### src/hw/spv_pkg.sv
`default_nettype none
package spv_pkg;
   // memory address register width and bank split
   localparam int ADDR_W = 16;
   localparam int BANK_LSB = 12;
   localparam int BANK_W = ADDR_W - BANK_LSB;
   localparam int RAW_W = ADDR_W + 2;
   localparam int OP_W = 6;
   localparam int REG_AW = 4;
   localparam int DATA_W = 32;

   // op code values: internal interrupt call is fixed, the rest are plain
   // defaults to be matched to the sequencer's decoder
   localparam logic [OP_W-1:0] OP_INT_CALL = 6'h00;
   localparam logic [OP_W-1:0] OP_HALT = 6'h2e;
   localparam logic [OP_W-1:0] OP_LOAD_CTRL_REGS = 6'h33;
   localparam logic [OP_W-1:0] OP_PERIPH_XFER = 6'h24;
   localparam logic [OP_W-1:0] OP_PERIPH_CTRL_BR = 6'h25;
   localparam logic [OP_W-1:0] OP_STORE_IND = 6'h06;
   localparam logic [OP_W-1:0] OP_RESTORE_IND = 6'h07;
   localparam logic [OP_W-1:0] OP_RESUME_NORMAL = 6'h16;
   localparam logic [OP_W-1:0] OP_LOAD_BARRICADE = 6'h17;

   // register byte offsets
   localparam logic [REG_AW-1:0] CTRL_OFS = 4'h0;
   localparam logic [REG_AW-1:0] STATUS_OFS = 4'h4;
   localparam logic [REG_AW-1:0] INT_REG_OFS = 4'h8;
   localparam logic [REG_AW-1:0] SNAP_OFS = 4'hc;

   // control register fields
   localparam int CTRL_PROT_BIT = 0;
   localparam int CTRL_BYP_BIT = 1;
   localparam int CTRL_BANK_LSB = 8;

   // status and snapshot fields
   localparam int ST_OPV_BIT = 0;
   localparam int ST_IAV_BIT = 1;
   localparam int ST_EAV_BIT = 2;
   localparam int ST_PROT_BIT = 3;
   localparam int ST_BYP_BIT = 4;
   localparam int ST_MODE_LSB = 8;

   // reset values
   localparam logic PROT_RST = 1'b0;
   localparam logic BYP_RST = 1'b0;
   localparam logic [BANK_W-1:0] BANK_RST = 4'hf;
   localparam logic [ADDR_W-1:0] INT_REG_RST = 16'h0000;

   typedef enum logic [1:0] {
      SPV_STANDARD,
      SPV_INTERNAL,
      SPV_EXTERNAL
   } spv_mode_e;
endpackage
`default_nettype wire

### src/hw/spv_bound_check.sv
`timescale 1ns/100ps
`default_nettype none
module spv_bound_check #(
   parameter int RAW_W = 18,
   parameter int ADDR_W = 16,
   parameter int BANK_LSB = 12
) (
   input wire logic [RAW_W-1:0] raw_addr_in,
   input wire logic [ADDR_W-BANK_LSB-1:0] barricade_in,
   output logic [ADDR_W-1:0] wrapped_out,
   output logic protected_out
);
   assign wrapped_out = raw_addr_in[ADDR_W-1:0];
   assign protected_out = (wrapped_out[ADDR_W-1:BANK_LSB] >= barricade_in);
endmodule
`default_nettype wire

### src/hw/spv_protect.sv
// The address map and the strobed register port were decided locally.
`timescale 1ns/100ps
`default_nettype none
module spv_protect
   import spv_pkg::*;
#(
   parameter int RAW_W = spv_pkg::RAW_W
) (
   input wire logic core_clk_in,
   input wire logic rst_n_in,
   input wire logic [spv_pkg::REG_AW-1:0] reg_addr_in,
   input wire logic [spv_pkg::DATA_W-1:0] reg_wr_data_in,
   input wire logic reg_wr_in,
   input wire logic reg_rd_in,
   output logic [spv_pkg::DATA_W-1:0] reg_rd_data_out,
   input wire logic op_extract_in,
   input wire logic [spv_pkg::OP_W-1:0] op_code_in,
   input wire logic op_undefined_in,
   input wire logic op_not_installed_in,
   input wire logic fp_format_viol_in,
   input wire logic [spv_pkg::ADDR_W-1:0] op_addr_in,
   input wire logic [spv_pkg::ADDR_W-1:0] next_op_addr_in,
   input wire logic [RAW_W-1:0] a_addr_in,
   input wire logic parity_err_in,
   input wire logic [RAW_W-1:0] fail_addr_in,
   input wire logic int_opportunity_in,
   input wire logic [spv_pkg::ADDR_W-1:0] seq_reg_in,
   input wire logic ext_int_in,
   input wire logic resume_normal_op_in,
   input wire logic store_indicators_op_in,
   input wire logic restore_indicators_op_in,
   input wire logic restore_protect_in,
   input wire logic restore_bypass_in,
   input wire logic load_barricade_op_in,
   input wire logic [spv_pkg::BANK_W-1:0] barricade_bank_in,
   input wire logic int_reg_load_in,
   input wire logic [spv_pkg::ADDR_W-1:0] int_reg_data_in,
   output logic abort_out,
   output logic inhibit_xfer_out,
   output logic halt_out,
   output logic seq_load_out,
   output logic [spv_pkg::ADDR_W-1:0] seq_addr_out,
   output logic int_entry_out,
   output logic [1:0] mode_out,
   output logic [spv_pkg::ADDR_W-1:0] internal_interrupt_reg_out,
   output logic [4:0] indicators_out
);
   import spv_pkg::*;

   spv_mode_e mode;
   logic protect;
   logic bypass;
   logic [BANK_W-1:0] barricade;
   logic [ADDR_W-1:0] internal_interrupt_reg;
   logic op_viol;
   logic int_addr_viol;
   logic ext_addr_viol;
   logic [DATA_W-1:0] snapshot;

   logic [ADDR_W-1:0] a_wrapped;
   logic [ADDR_W-1:0] fail_wrapped;
   logic a_in_prot;
   logic fail_in_prot;

   logic protect_active;
   logic prohibited;
   logic privileged;
   logic is_xfer;
   logic forced_check;
   logic next_set_opv;
   logic next_set_iav;
   logic next_set_eav;
   logic next_abort;
   logic next_inhibit;
   logic next_halt;
   logic next_seq_load;
   logic [ADDR_W-1:0] next_seq_addr;
   logic take_int;
   logic violation_pending;
   logic [DATA_W-1:0] next_rd_data;

   spv_bound_check #(
      .RAW_W(RAW_W),
      .ADDR_W(ADDR_W),
      .BANK_LSB(BANK_LSB)
   ) u_a_check (
      .raw_addr_in(a_addr_in),
      .barricade_in(barricade),
      .wrapped_out(a_wrapped),
      .protected_out(a_in_prot)
   );

   spv_bound_check #(
      .RAW_W(RAW_W),
      .ADDR_W(ADDR_W),
      .BANK_LSB(BANK_LSB)
   ) u_fail_check (
      .raw_addr_in(fail_addr_in),
      .barricade_in(barricade),
      .wrapped_out(fail_wrapped),
      .protected_out(fail_in_prot)
   );

   assign protect_active = protect && (mode == SPV_STANDARD);
   assign is_xfer = (op_code_in == OP_PERIPH_XFER);
   assign forced_check = bypass && is_xfer && (mode != SPV_STANDARD);
   assign violation_pending = op_viol || int_addr_viol;

   always_comb begin
      case (op_code_in)
         OP_HALT, OP_LOAD_CTRL_REGS, OP_PERIPH_XFER, OP_PERIPH_CTRL_BR,
         OP_STORE_IND, OP_RESTORE_IND, OP_RESUME_NORMAL,
         OP_LOAD_BARRICADE: prohibited = 1'b1;
         OP_INT_CALL: prohibited = 1'b1;
         default: prohibited = 1'b0;
      endcase
      privileged = prohibited || op_undefined_in || op_not_installed_in ||
                   fp_format_viol_in;
   end

   always_comb begin
      next_set_opv = 1'b0;
      next_set_iav = 1'b0;
      next_set_eav = 1'b0;
      next_abort = 1'b0;
      next_inhibit = 1'b0;
      next_halt = 1'b0;
      next_seq_load = 1'b0;
      next_seq_addr = seq_reg_in;
      take_int = 1'b0;
      if (op_extract_in) begin
         if (protect_active && privileged && !bypass) begin
            // trap and rewind to op code
            next_set_opv = 1'b1;
            next_abort = 1'b1;
            next_seq_load = 1'b1;
            next_seq_addr = op_addr_in;
         end else if (protect_active && bypass && is_xfer && a_in_prot) begin
            next_set_iav = 1'b1;
            next_abort = 1'b1;
            next_seq_load = 1'b1;
            next_seq_addr = next_op_addr_in;
         end else if (forced_check && a_in_prot) begin
            next_abort = 1'b1;
            next_seq_load = 1'b1;
            next_seq_addr = next_op_addr_in;
            if (mode == SPV_INTERNAL) begin
               next_set_iav = 1'b1;
            end else begin
               next_set_eav = 1'b1;
            end
         end
      end else if (int_opportunity_in && (mode == SPV_STANDARD) &&
                   violation_pending && !ext_int_in) begin
         take_int = 1'b1;
         next_seq_load = 1'b1;
         next_seq_addr = internal_interrupt_reg;
      end else if (resume_normal_op_in && (mode != SPV_STANDARD)) begin
         next_seq_load = 1'b1;
         next_seq_addr = internal_interrupt_reg;
      end
      if (parity_err_in) begin
         if (protect_active && fail_in_prot) begin
            next_set_iav = 1'b1;
            next_abort = 1'b1;
            next_inhibit = 1'b1;
         end else begin
            next_halt = 1'b1;
         end
      end
   end

   // processor mode
   always_ff @(posedge core_clk_in) begin
      if (!rst_n_in) begin
         mode <= SPV_STANDARD;
      end else begin
         case (mode)
            SPV_STANDARD: begin
               if (ext_int_in) begin
                  mode <= SPV_EXTERNAL;
               end else if (take_int) begin
                  mode <= SPV_INTERNAL;
               end
            end
            SPV_INTERNAL: begin
               if (ext_int_in) begin
                  mode <= SPV_EXTERNAL;
               end else if (resume_normal_op_in) begin
                  mode <= SPV_STANDARD;
               end
            end
            SPV_EXTERNAL: begin
               if (resume_normal_op_in) begin
                  mode <= SPV_STANDARD;
               end
            end
            default: mode <= SPV_STANDARD;
         endcase
      end
   end

   // protect indicator and barricade bank
   always_ff @(posedge core_clk_in) begin
      if (!rst_n_in) begin
         protect <= PROT_RST;
         barricade <= BANK_RST;
      end else begin
         if (reg_wr_in && reg_addr_in == CTRL_OFS) begin
            protect <= reg_wr_data_in[CTRL_PROT_BIT];
            barricade <= reg_wr_data_in[CTRL_BANK_LSB +: BANK_W];
         end
         if (restore_indicators_op_in) begin
            protect <= restore_protect_in;
         end
         if (load_barricade_op_in) begin
            barricade <= barricade_bank_in;
         end
      end
   end

   // one-shot bypass
   always_ff @(posedge core_clk_in) begin
      if (!rst_n_in) begin
         bypass <= BYP_RST;
      end else begin
         if (reg_wr_in && reg_addr_in == CTRL_OFS) begin
            bypass <= reg_wr_data_in[CTRL_BYP_BIT];
         end
         if (op_extract_in && mode == SPV_STANDARD) begin
            bypass <= 1'b0;
         end else if (store_indicators_op_in && mode != SPV_STANDARD) begin
            bypass <= 1'b0;
         end
         if (restore_indicators_op_in) begin
            bypass <= restore_bypass_in;
         end
      end
   end

   // interrupt register, swapped on entry
   always_ff @(posedge core_clk_in) begin
      if (!rst_n_in) begin
         internal_interrupt_reg <= INT_REG_RST;
      end else if (take_int) begin
         internal_interrupt_reg <= seq_reg_in;
      end else if (int_reg_load_in) begin
         internal_interrupt_reg <= int_reg_data_in;
      end else if (reg_wr_in && reg_addr_in == INT_REG_OFS) begin
         internal_interrupt_reg <= reg_wr_data_in[ADDR_W-1:0];
      end
   end

   // violation indicators, set wins over clear
   always_ff @(posedge core_clk_in) begin
      if (!rst_n_in) begin
         op_viol <= 1'b0;
         int_addr_viol <= 1'b0;
         ext_addr_viol <= 1'b0;
      end else begin
         op_viol <= next_set_opv || (op_viol && !store_indicators_op_in);
         int_addr_viol <= next_set_iav ||
                          (int_addr_viol && !store_indicators_op_in);
         ext_addr_viol <= next_set_eav ||
                          (ext_addr_viol && !store_indicators_op_in);
      end
   end

   always_ff @(posedge core_clk_in) begin
      if (!rst_n_in) begin
         snapshot <= '0;
      end else if (store_indicators_op_in) begin
         snapshot <= '0;
         snapshot[ST_OPV_BIT] <= op_viol;
         snapshot[ST_IAV_BIT] <= int_addr_viol;
         snapshot[ST_EAV_BIT] <= ext_addr_viol;
         snapshot[ST_PROT_BIT] <= protect;
         snapshot[ST_BYP_BIT] <= bypass;
         snapshot[ST_MODE_LSB +: 2] <= mode;
      end
   end

   // sequencer-facing pulses
   always_ff @(posedge core_clk_in) begin
      if (!rst_n_in) begin
         abort_out <= 1'b0;
         inhibit_xfer_out <= 1'b0;
         halt_out <= 1'b0;
         seq_load_out <= 1'b0;
         seq_addr_out <= '0;
         int_entry_out <= 1'b0;
      end else begin
         abort_out <= next_abort;
         inhibit_xfer_out <= next_inhibit;
         halt_out <= next_halt;
         seq_load_out <= next_seq_load;
         seq_addr_out <= next_seq_load ? next_seq_addr : '0;
         int_entry_out <= take_int;
      end
   end

   always_comb begin
      next_rd_data = '0;
      case (reg_addr_in)
         CTRL_OFS: begin
            next_rd_data[CTRL_PROT_BIT] = protect;
            next_rd_data[CTRL_BYP_BIT] = bypass;
            next_rd_data[CTRL_BANK_LSB +: BANK_W] = barricade;
         end
         STATUS_OFS: begin
            next_rd_data[ST_OPV_BIT] = op_viol;
            next_rd_data[ST_IAV_BIT] = int_addr_viol;
            next_rd_data[ST_EAV_BIT] = ext_addr_viol;
            next_rd_data[ST_PROT_BIT] = protect;
            next_rd_data[ST_BYP_BIT] = bypass;
            next_rd_data[ST_MODE_LSB +: 2] = mode;
         end
         INT_REG_OFS: next_rd_data[ADDR_W-1:0] = internal_interrupt_reg;
         SNAP_OFS: next_rd_data = snapshot;
         default: next_rd_data = '0;
      endcase
   end

   // read data valid one cycle after strobe only
   always_ff @(posedge core_clk_in) begin
      if (!rst_n_in) begin
         reg_rd_data_out <= '0;
      end else if (reg_rd_in) begin
         reg_rd_data_out <= next_rd_data;
      end else begin
         reg_rd_data_out <= '0;
      end
   end

   assign mode_out = mode;
   assign internal_interrupt_reg_out = internal_interrupt_reg;
   assign indicators_out = {bypass, protect, ext_addr_viol, int_addr_viol,
                            op_viol};

endmodule
`default_nettype wire

### config.mk
export PLATFORM = sky130hd
export DESIGN_NAME = spv_protect
export DESIGN_NICKNAME = d
export VERILOG_FILES = /design/src/hw/spv_pkg.sv /design/src/hw/spv_bound_check.sv /design/src/hw/spv_protect.sv
export SDC_FILE = /design/constraint.sdc
export NUM_CORES = 1
export LEC_CHECK = 0
export ABC_AREA = 0
export BUFFER_PORTS_ARGS = -buffer_cell sky130_fd_sc_hd__buf_2
export CORE_MARGIN = 4
export CORE_UTILIZATION = 46
export CTS_BUF_LIST = sky130_fd_sc_hd__clkbuf_8
export DETAILED_ROUTE_END_ITERATION = 8
export PLACE_DENSITY = 0.86
export RECOVER_POWER = 25
export SLEW_MARGIN = 20
export SYNTH_ARGS = -nofsm -noshare
export SYNTH_HDL_FRONTEND = slang
export SYNTH_SLANG_ARGS = --single-unit
export TNS_END_PERCENT = 30
### constraint.sdc
create_clock -name core_clk_in -period 3.1 [get_ports core_clk_in]
set_clock_uncertainty 0.1 [all_clocks]
set_input_delay 0.155 -clock core_clk_in [delete_from_list [all_inputs] [get_ports core_clk_in]]
set_output_delay 0.155 -clock core_clk_in [all_outputs]
set_load 0.1 [all_outputs]
# Word-level counts from Yosys, hierarchy flattened
# Index checks and enable logic that the tools add are counted.
# totals
regBits	71
elab_cells	131
input_bits	164
output_inout_bits	76
# op_classes
n_eq_ne	14
muxes	54
magnitude_cmp	2
n_reduce_logical	44
# ops
op	count
$mux W16	9
$mux W1	34
$eq A6 B6 Y1 const B	4
$logic_and A1 B1 Y1	21
$pmux W2 S4	2
$eq A6 B3 Y1 const B	2
$eq A6 B5 Y1 const B	2
$pmux W3 S3	1
$reduce_or A9 Y1	1
$eq A4 B4 Y1 const B	2
$ge A4 B4 Y1	2
$mux W2	4
$mux W4	2
$logic_or A1 B1 Y1	7
$logic_not A6 Y1	1
$pmux W2 S3	1
$reduce_and A2 Y1	3
$reduce_bool A2 Y1	3
$eq A4 B3 Y1 const B	1
$logic_not A4 Y1	1
$pmux W2 S2	1
$reduce_bool A4 Y1	1
$logic_not A1 Y1	3
$ne A3 B3 Y1 const B	1
5 further kinds	5

# Depth between registers and ports, before layout
# logic_depth
word_depth	13
mapped_depth	9
depth_no_buf	7

# Modules after synthesis
# A second synthesis with hierarchy kept.
# hier_totals
hier_cells	483
area_unflattened_um2	4386.7
# by_module_without_submodules
mod	area_each_um2	seq_area_each_um2	instances	cells_each
spv_protect	3946.3	1421.4	1	425
spv_bound_check	220.2	0.0	2	29

# Worst setup path after synthesis
# Ideal clock, no wire load.
# synth_timing
path_type	register to register
startpoint	reg mode[1] (netlist: mode_out[1])
endpoint	reg seq_addr_out[13] (netlist bit)
setup_ps	66
required_time_ps	2934
n_path_buf	4
t_arrival_ps	2658
path_stages_with_launch	10
period_less_slack_ps	2824
setup_slack_ps	276
path_cell_list	dfxtp_1 -> buf_2 -> or2_1 -> buf_2 -> o221a_2 -> buf_2 -> clkbuf_1 -> nand4_1 -> a221o_1 -> a21boi_2
# synth_via
elab_chain_cells	9
elab_cells_between_ends	27
cone_classes	mux: 12; reduce/logical: 15
# synth_rtl
item	line_no	text
start: declaration	spv_protect.sv:50	spv_mode_e mode;
start signal: assignment	spv_protect.sv:176	mode <= SPV_STANDARD;
start signal: assignment	spv_protect.sv:181	mode <= SPV_EXTERNAL;
start signal: assignment	spv_protect.sv:183	mode <= SPV_INTERNAL;
$logic_not A2 Y1	spv_protect.sv:104, spv_protect.sv:153	
$logic_and A1 B1 Y1	spv_protect.sv:104	assign protect_active = protect && (mode == SPV_STANDARD);
$logic_and A1 B1 Y1 (3 in series)	spv_protect.sv:138	end else if (protect_active && bypass && is_xfer && a_in_prot) begin
$mux W1	spv_protect.sv:138	
$mux W1	spv_protect.sv:132	if (protect_active && privileged && !bypass) begin
$mux W1	spv_protect.sv:131	if (op_extract_in) begin
$reduce_and A2 Y1 (no line)	-	
end signal: assignment	spv_protect.sv:297	seq_addr_out <= next_seq_load ? next_seq_addr : '0;
end: declaration	spv_protect.sv:42	output logic [spv_pkg::ADDR_W-1:0] seq_addr_out,
# Several ways; a longest one is shown, not always the timed one.
# A chain may end at the register's enable or synchronous reset.

# Final worst setup path
# layout_timing
startpoint	reg barricade[3]
endpoint	reg seq_addr_out[9] (netlist bit)
# layout_via
elab_chain_cells	7
elab_cells_between_ends	12
cone_classes	order compare: 1; mux: 8; reduce/logical: 3
# layout_rtl
item	line_no	text
start: declaration	spv_protect.sv:53	logic [BANK_W-1:0] barricade;
start signal: assignment	spv_protect.sv:211	barricade <= reg_wr_data_in[CTRL_BANK_LSB +: BANK_W];
start signal: assignment	spv_protect.sv:217	barricade <= barricade_bank_in;
$ge A4 B4 Y1 (*)	spv_bound_check.sv:14	assign protected_out = (wrapped_out[ADDR_W-1:BANK_LSB] >= barricade_in);
$logic_and A1 B1 Y1	spv_protect.sv:143	end else if (forced_check && a_in_prot) begin
$mux W1	spv_protect.sv:143	
$mux W1	spv_protect.sv:138	
$mux W1	spv_protect.sv:132	
$mux W1	spv_protect.sv:131	
$reduce_and A2 Y1 (no line)	-	
# Every way passes the cells marked *; elsewhere a longest branch is shown, timed or not.

==> flow_metrics.py <==
metrics = {
    "final_layout": {
        "area_growth_pct": 31.17,
        "final_common_cell": "buf_2",
        "multi_input_area_um2": 2482,
        "diodes": 0,
        "final_cell_mix": "163 x buf_2, 71 x dfxtp_1, 41 x nand2_1",
        "drive_above_1_share": 0.3622,
        "fill_cells": 747,
        "register_area_um2": 1421,
        "fin_area_um2": 5523,
        "fin_nets": 813,
    },
    "placement": {
        "dpl.hpwl_um": 10700,
        "placed_area_um2": 5059,
        "port_buffers": 179,
        "gp_congestion": 0.9063,
    },
    "logic_synthesis": {
        "synthArstFlopShare": 0,
        "synth-xor-area-share": 0,
        "synth_top_family_by_area": "compound AO/OA/AOI/OAI gates",
        "synth_ff_type": "dfxtp_1",
        "yosysUniqueCellTypes": 51,
        "yosys.area_share.simple": 0.1403,
        "yosys_warnings": 0,
        "synthAdderAreaFrac": 0.02377,
        "seq_area_frac_synth": 0.3376,
        "avgSynthCellArea_um2": 9.213,
        "synth-seq-cells": 71,
        "synth_compound_area_frac": 0.2484,
        "synth_edf_count": 0,
        "synth_area_um2": 4210,
        "syn_inst": 457,
        "muxShareOfSynthArea": 0.1617,
    },
    "floorplan": {
        "start_util": 0.4781,
        "die-area_um2": 10750,
        "std_cell_rows": 34,
        "die_w_um": 103.7,
        "core_um2": 8806,
        "io_pins": 240,
        "die_y_um": 103.7,
    },
    "timing": {
        "fin_crit_sh": 0.8053,
        "drv_slew": 0,
        "relSlewSlack": 0.2141,
        "finalSetupViolations": 0,
        "post-route-min-period_ns": 2.497,
        "worst_pin_slew_ns": 1.184,
        "fmax_mhz": 400.6,
        "finalSetupTns_ns": 0,
        "rsz0062_at_grt": "no",
        "hold_viol": 0,
    },
    "hold_path": {
        "min_path_cells": 3,
        "hold_end": "seq_addr_out[7]",
        "hp-start": "op_addr_in[7]",
        "hold_class": "in -> reg",
    },
    "drt": {
        "drt-total-wl_um": 14660,
        "vias": 4482,
        "drtIter0Drc": 447,
        "antenna_left": 0,
        "wl_per_cell_um": 19.45,
        "firstDrtPassIters": 5,
        "drc": 0,
        "via_per_inst": 5.944,
    },
    "cts": {
        "cts_setup_buffers": 0,
        "cts-root-buf": "clkbuf_8",
        "htreeDepth": 3,
        "clock-sinks": 71,
        "cts_buffers": 9,
        "cts_tree": "done",
        "insertion_delay_ns": 0.34,
        "path_clk_slew_ns": 0.09,
        "cts.path.max_buffers": 2,
    },
    "power": {
        "powerDensity_nw_per_um2": 460.4,
        "leakage_uw": 0.002436,
        "peakVddDrop_v": 0.0001884,
    },
    "setup_path": {
        "path_max_fanout": 17,
        "reg2regPathDepth": 7,
        "max_stage_delay_ns": 0.67,
        "criticalPathCategory": "reg -> reg",
        "worstSetupEndpointType": "flip-flop",
        "cp.arrival_ns": 2.69,
        "crit_required_ns": 3.29,
        "rr_endpoint": "seq_addr_out[9]",
        "worstPathCellList": "inv_1, ha_1, nor3_1, o21a_1, o31ai_1, a221o_1, a21boi_2",
        "cp_num_cells": 7,
        "crit_buf_inv": 1,
        "startpoint_type": "flip-flop",
        "rrSetupSlack_ns": 0.60,
        "r2r_start": "barricade[3]",
        "crit_family": "compound AO/OA/AOI/OAI gates",
        "cp_slowest_cell": "o21a_1",
    },
    "outcome": {
        "status": "complete, no violations",
    },
    "global_route": {
        "grt_pass1_wl_um": 22780,
        "overflow": 0,
        "grt_pass1_vias": 4381,
        "antenna_found_initial": 0,
        "grt_usage": 0.2598,
        "grt_max_degree": 35,
    },
    "flow_run": {
        "cap_violations": 0,
    },
}
-- area by class of cell --
class / instances / share of cell area
multi-input combinational: 330 / 0.4495
sequential: 71 / 0.2574
clock buffer: 11 / 0.02741
inverter: 11 / 0.007476
clock inverter: 5 / 0.01019
tap: 108 / 0.02447
timing repair buffer: 218 / 0.2236
-- metal layers --
metal	global-route usage	up-vias	part of all wire	routed length (um)
met3	0.06779	51	0.093	1363
li1	-	2059	-	-
met5	0	-	0	0
met4	0.1102	0	0.032	471
met1	0.3265	2074	0.41	5964
met2	0.4224	298	0.47	6862
-- cell families after synthesis --
logic type / count (synthesis)
compound gates: 127
simple gates: 119
buf+inv: 71
flops: 71
mux: 60
fa+ha+maj: 8
other cells: 1
-- power breakdown --
part / switching, uW / total, uW / internal, uW
Sequential: 38.4 / 987 / 949
Combinational: 556 / 781 / 226
Clock: 360 / 774 / 414
Total: 954 / 2540 / 1590
-- worst max path at each step --
stage                     slack (ns)          endpoint    startpoint
after CTS                       0.65   seq_addr_out[1]  barricade[2]
final                           0.60   seq_addr_out[9]  barricade[3]
after global placement          0.76  seq_addr_out[13]  barricade[2]
after global routing            0.45   seq_addr_out[0]  barricade[3]
after floorplan                 0.28  seq_addr_out[13]   mode_out[1]
after detailed placement        0.66   seq_addr_out[1]  barricade[2]
-- worst register-to-register path: cells and delay by family, from the launching register on --
kind | cells | cell delay (ns)
AO/OA/AOI/OAI | 4 | 1.41
buffers and inverters | 1 | 0.08
flip-flops | 1 | 0.36
adder cells (fa/ha/maj) | 1 | 0.27
AND/OR/NAND/NOR | 1 | 0.23
-- metrics by stage --
step	hold WS [ns]	cells	total power, uW	util	setup slack (ns)
after floorplan	0.1337	472	1569	-	0.2762
after global placement	0.2805	710	1736	0.5745	0.7593
after detailed placement	0.2915	710	1750	0.5745	0.6592
after CTS	0.002438	754	2538	0.6299	0.6520
after global routing	0.007527	754	2628	0.6272	0.4468
final	0.01376	754	2543	0.6272	0.6035
-- sequential cells by signal, summed over array words and instances, names as in the netlist, 2 cells and up --
signal	count
mode_out	2
barricade	4
snapshot	7
seq_addr_out	16
internal_interrupt_reg_out	16
reg_rd_data_out	16
-- what timing repair did --
action / in CTS / in global routing
hold endpoints to repair: 23 / 0
gates resized for setup: 0 / 0
hold buffers: 28 / 0
-- synth_stat cells (all sizes together), types with 2 or more instances --
cell    instances  share of area
a32oi          17          0.035
nor4b           2         0.0042
mux4            4          0.021
a221o          16          0.038
o31ai          16          0.029
dfxtp          71           0.34
a21oi          21          0.025
nor2b           8          0.012
or2             2         0.0030
a21boi         16          0.037
or3             2         0.0030
nand2          41          0.037
and2            8          0.012
nand4          17          0.025
o21ai           4         0.0048
a22oi           4         0.0071
mux2i          32          0.076
mux2           24          0.064
o21a            2         0.0036
ha              8          0.024
buf            35          0.055
o211ai         17          0.030
nand2b          2         0.0030
nor2           22          0.020
inv            10         0.0089
nor3            7         0.0083
clkbuf         25          0.022
nand3           3         0.0036
a21o            4         0.0071
o32ai           2         0.0042
No activity file was read; power rests on OpenSTA's default activity.
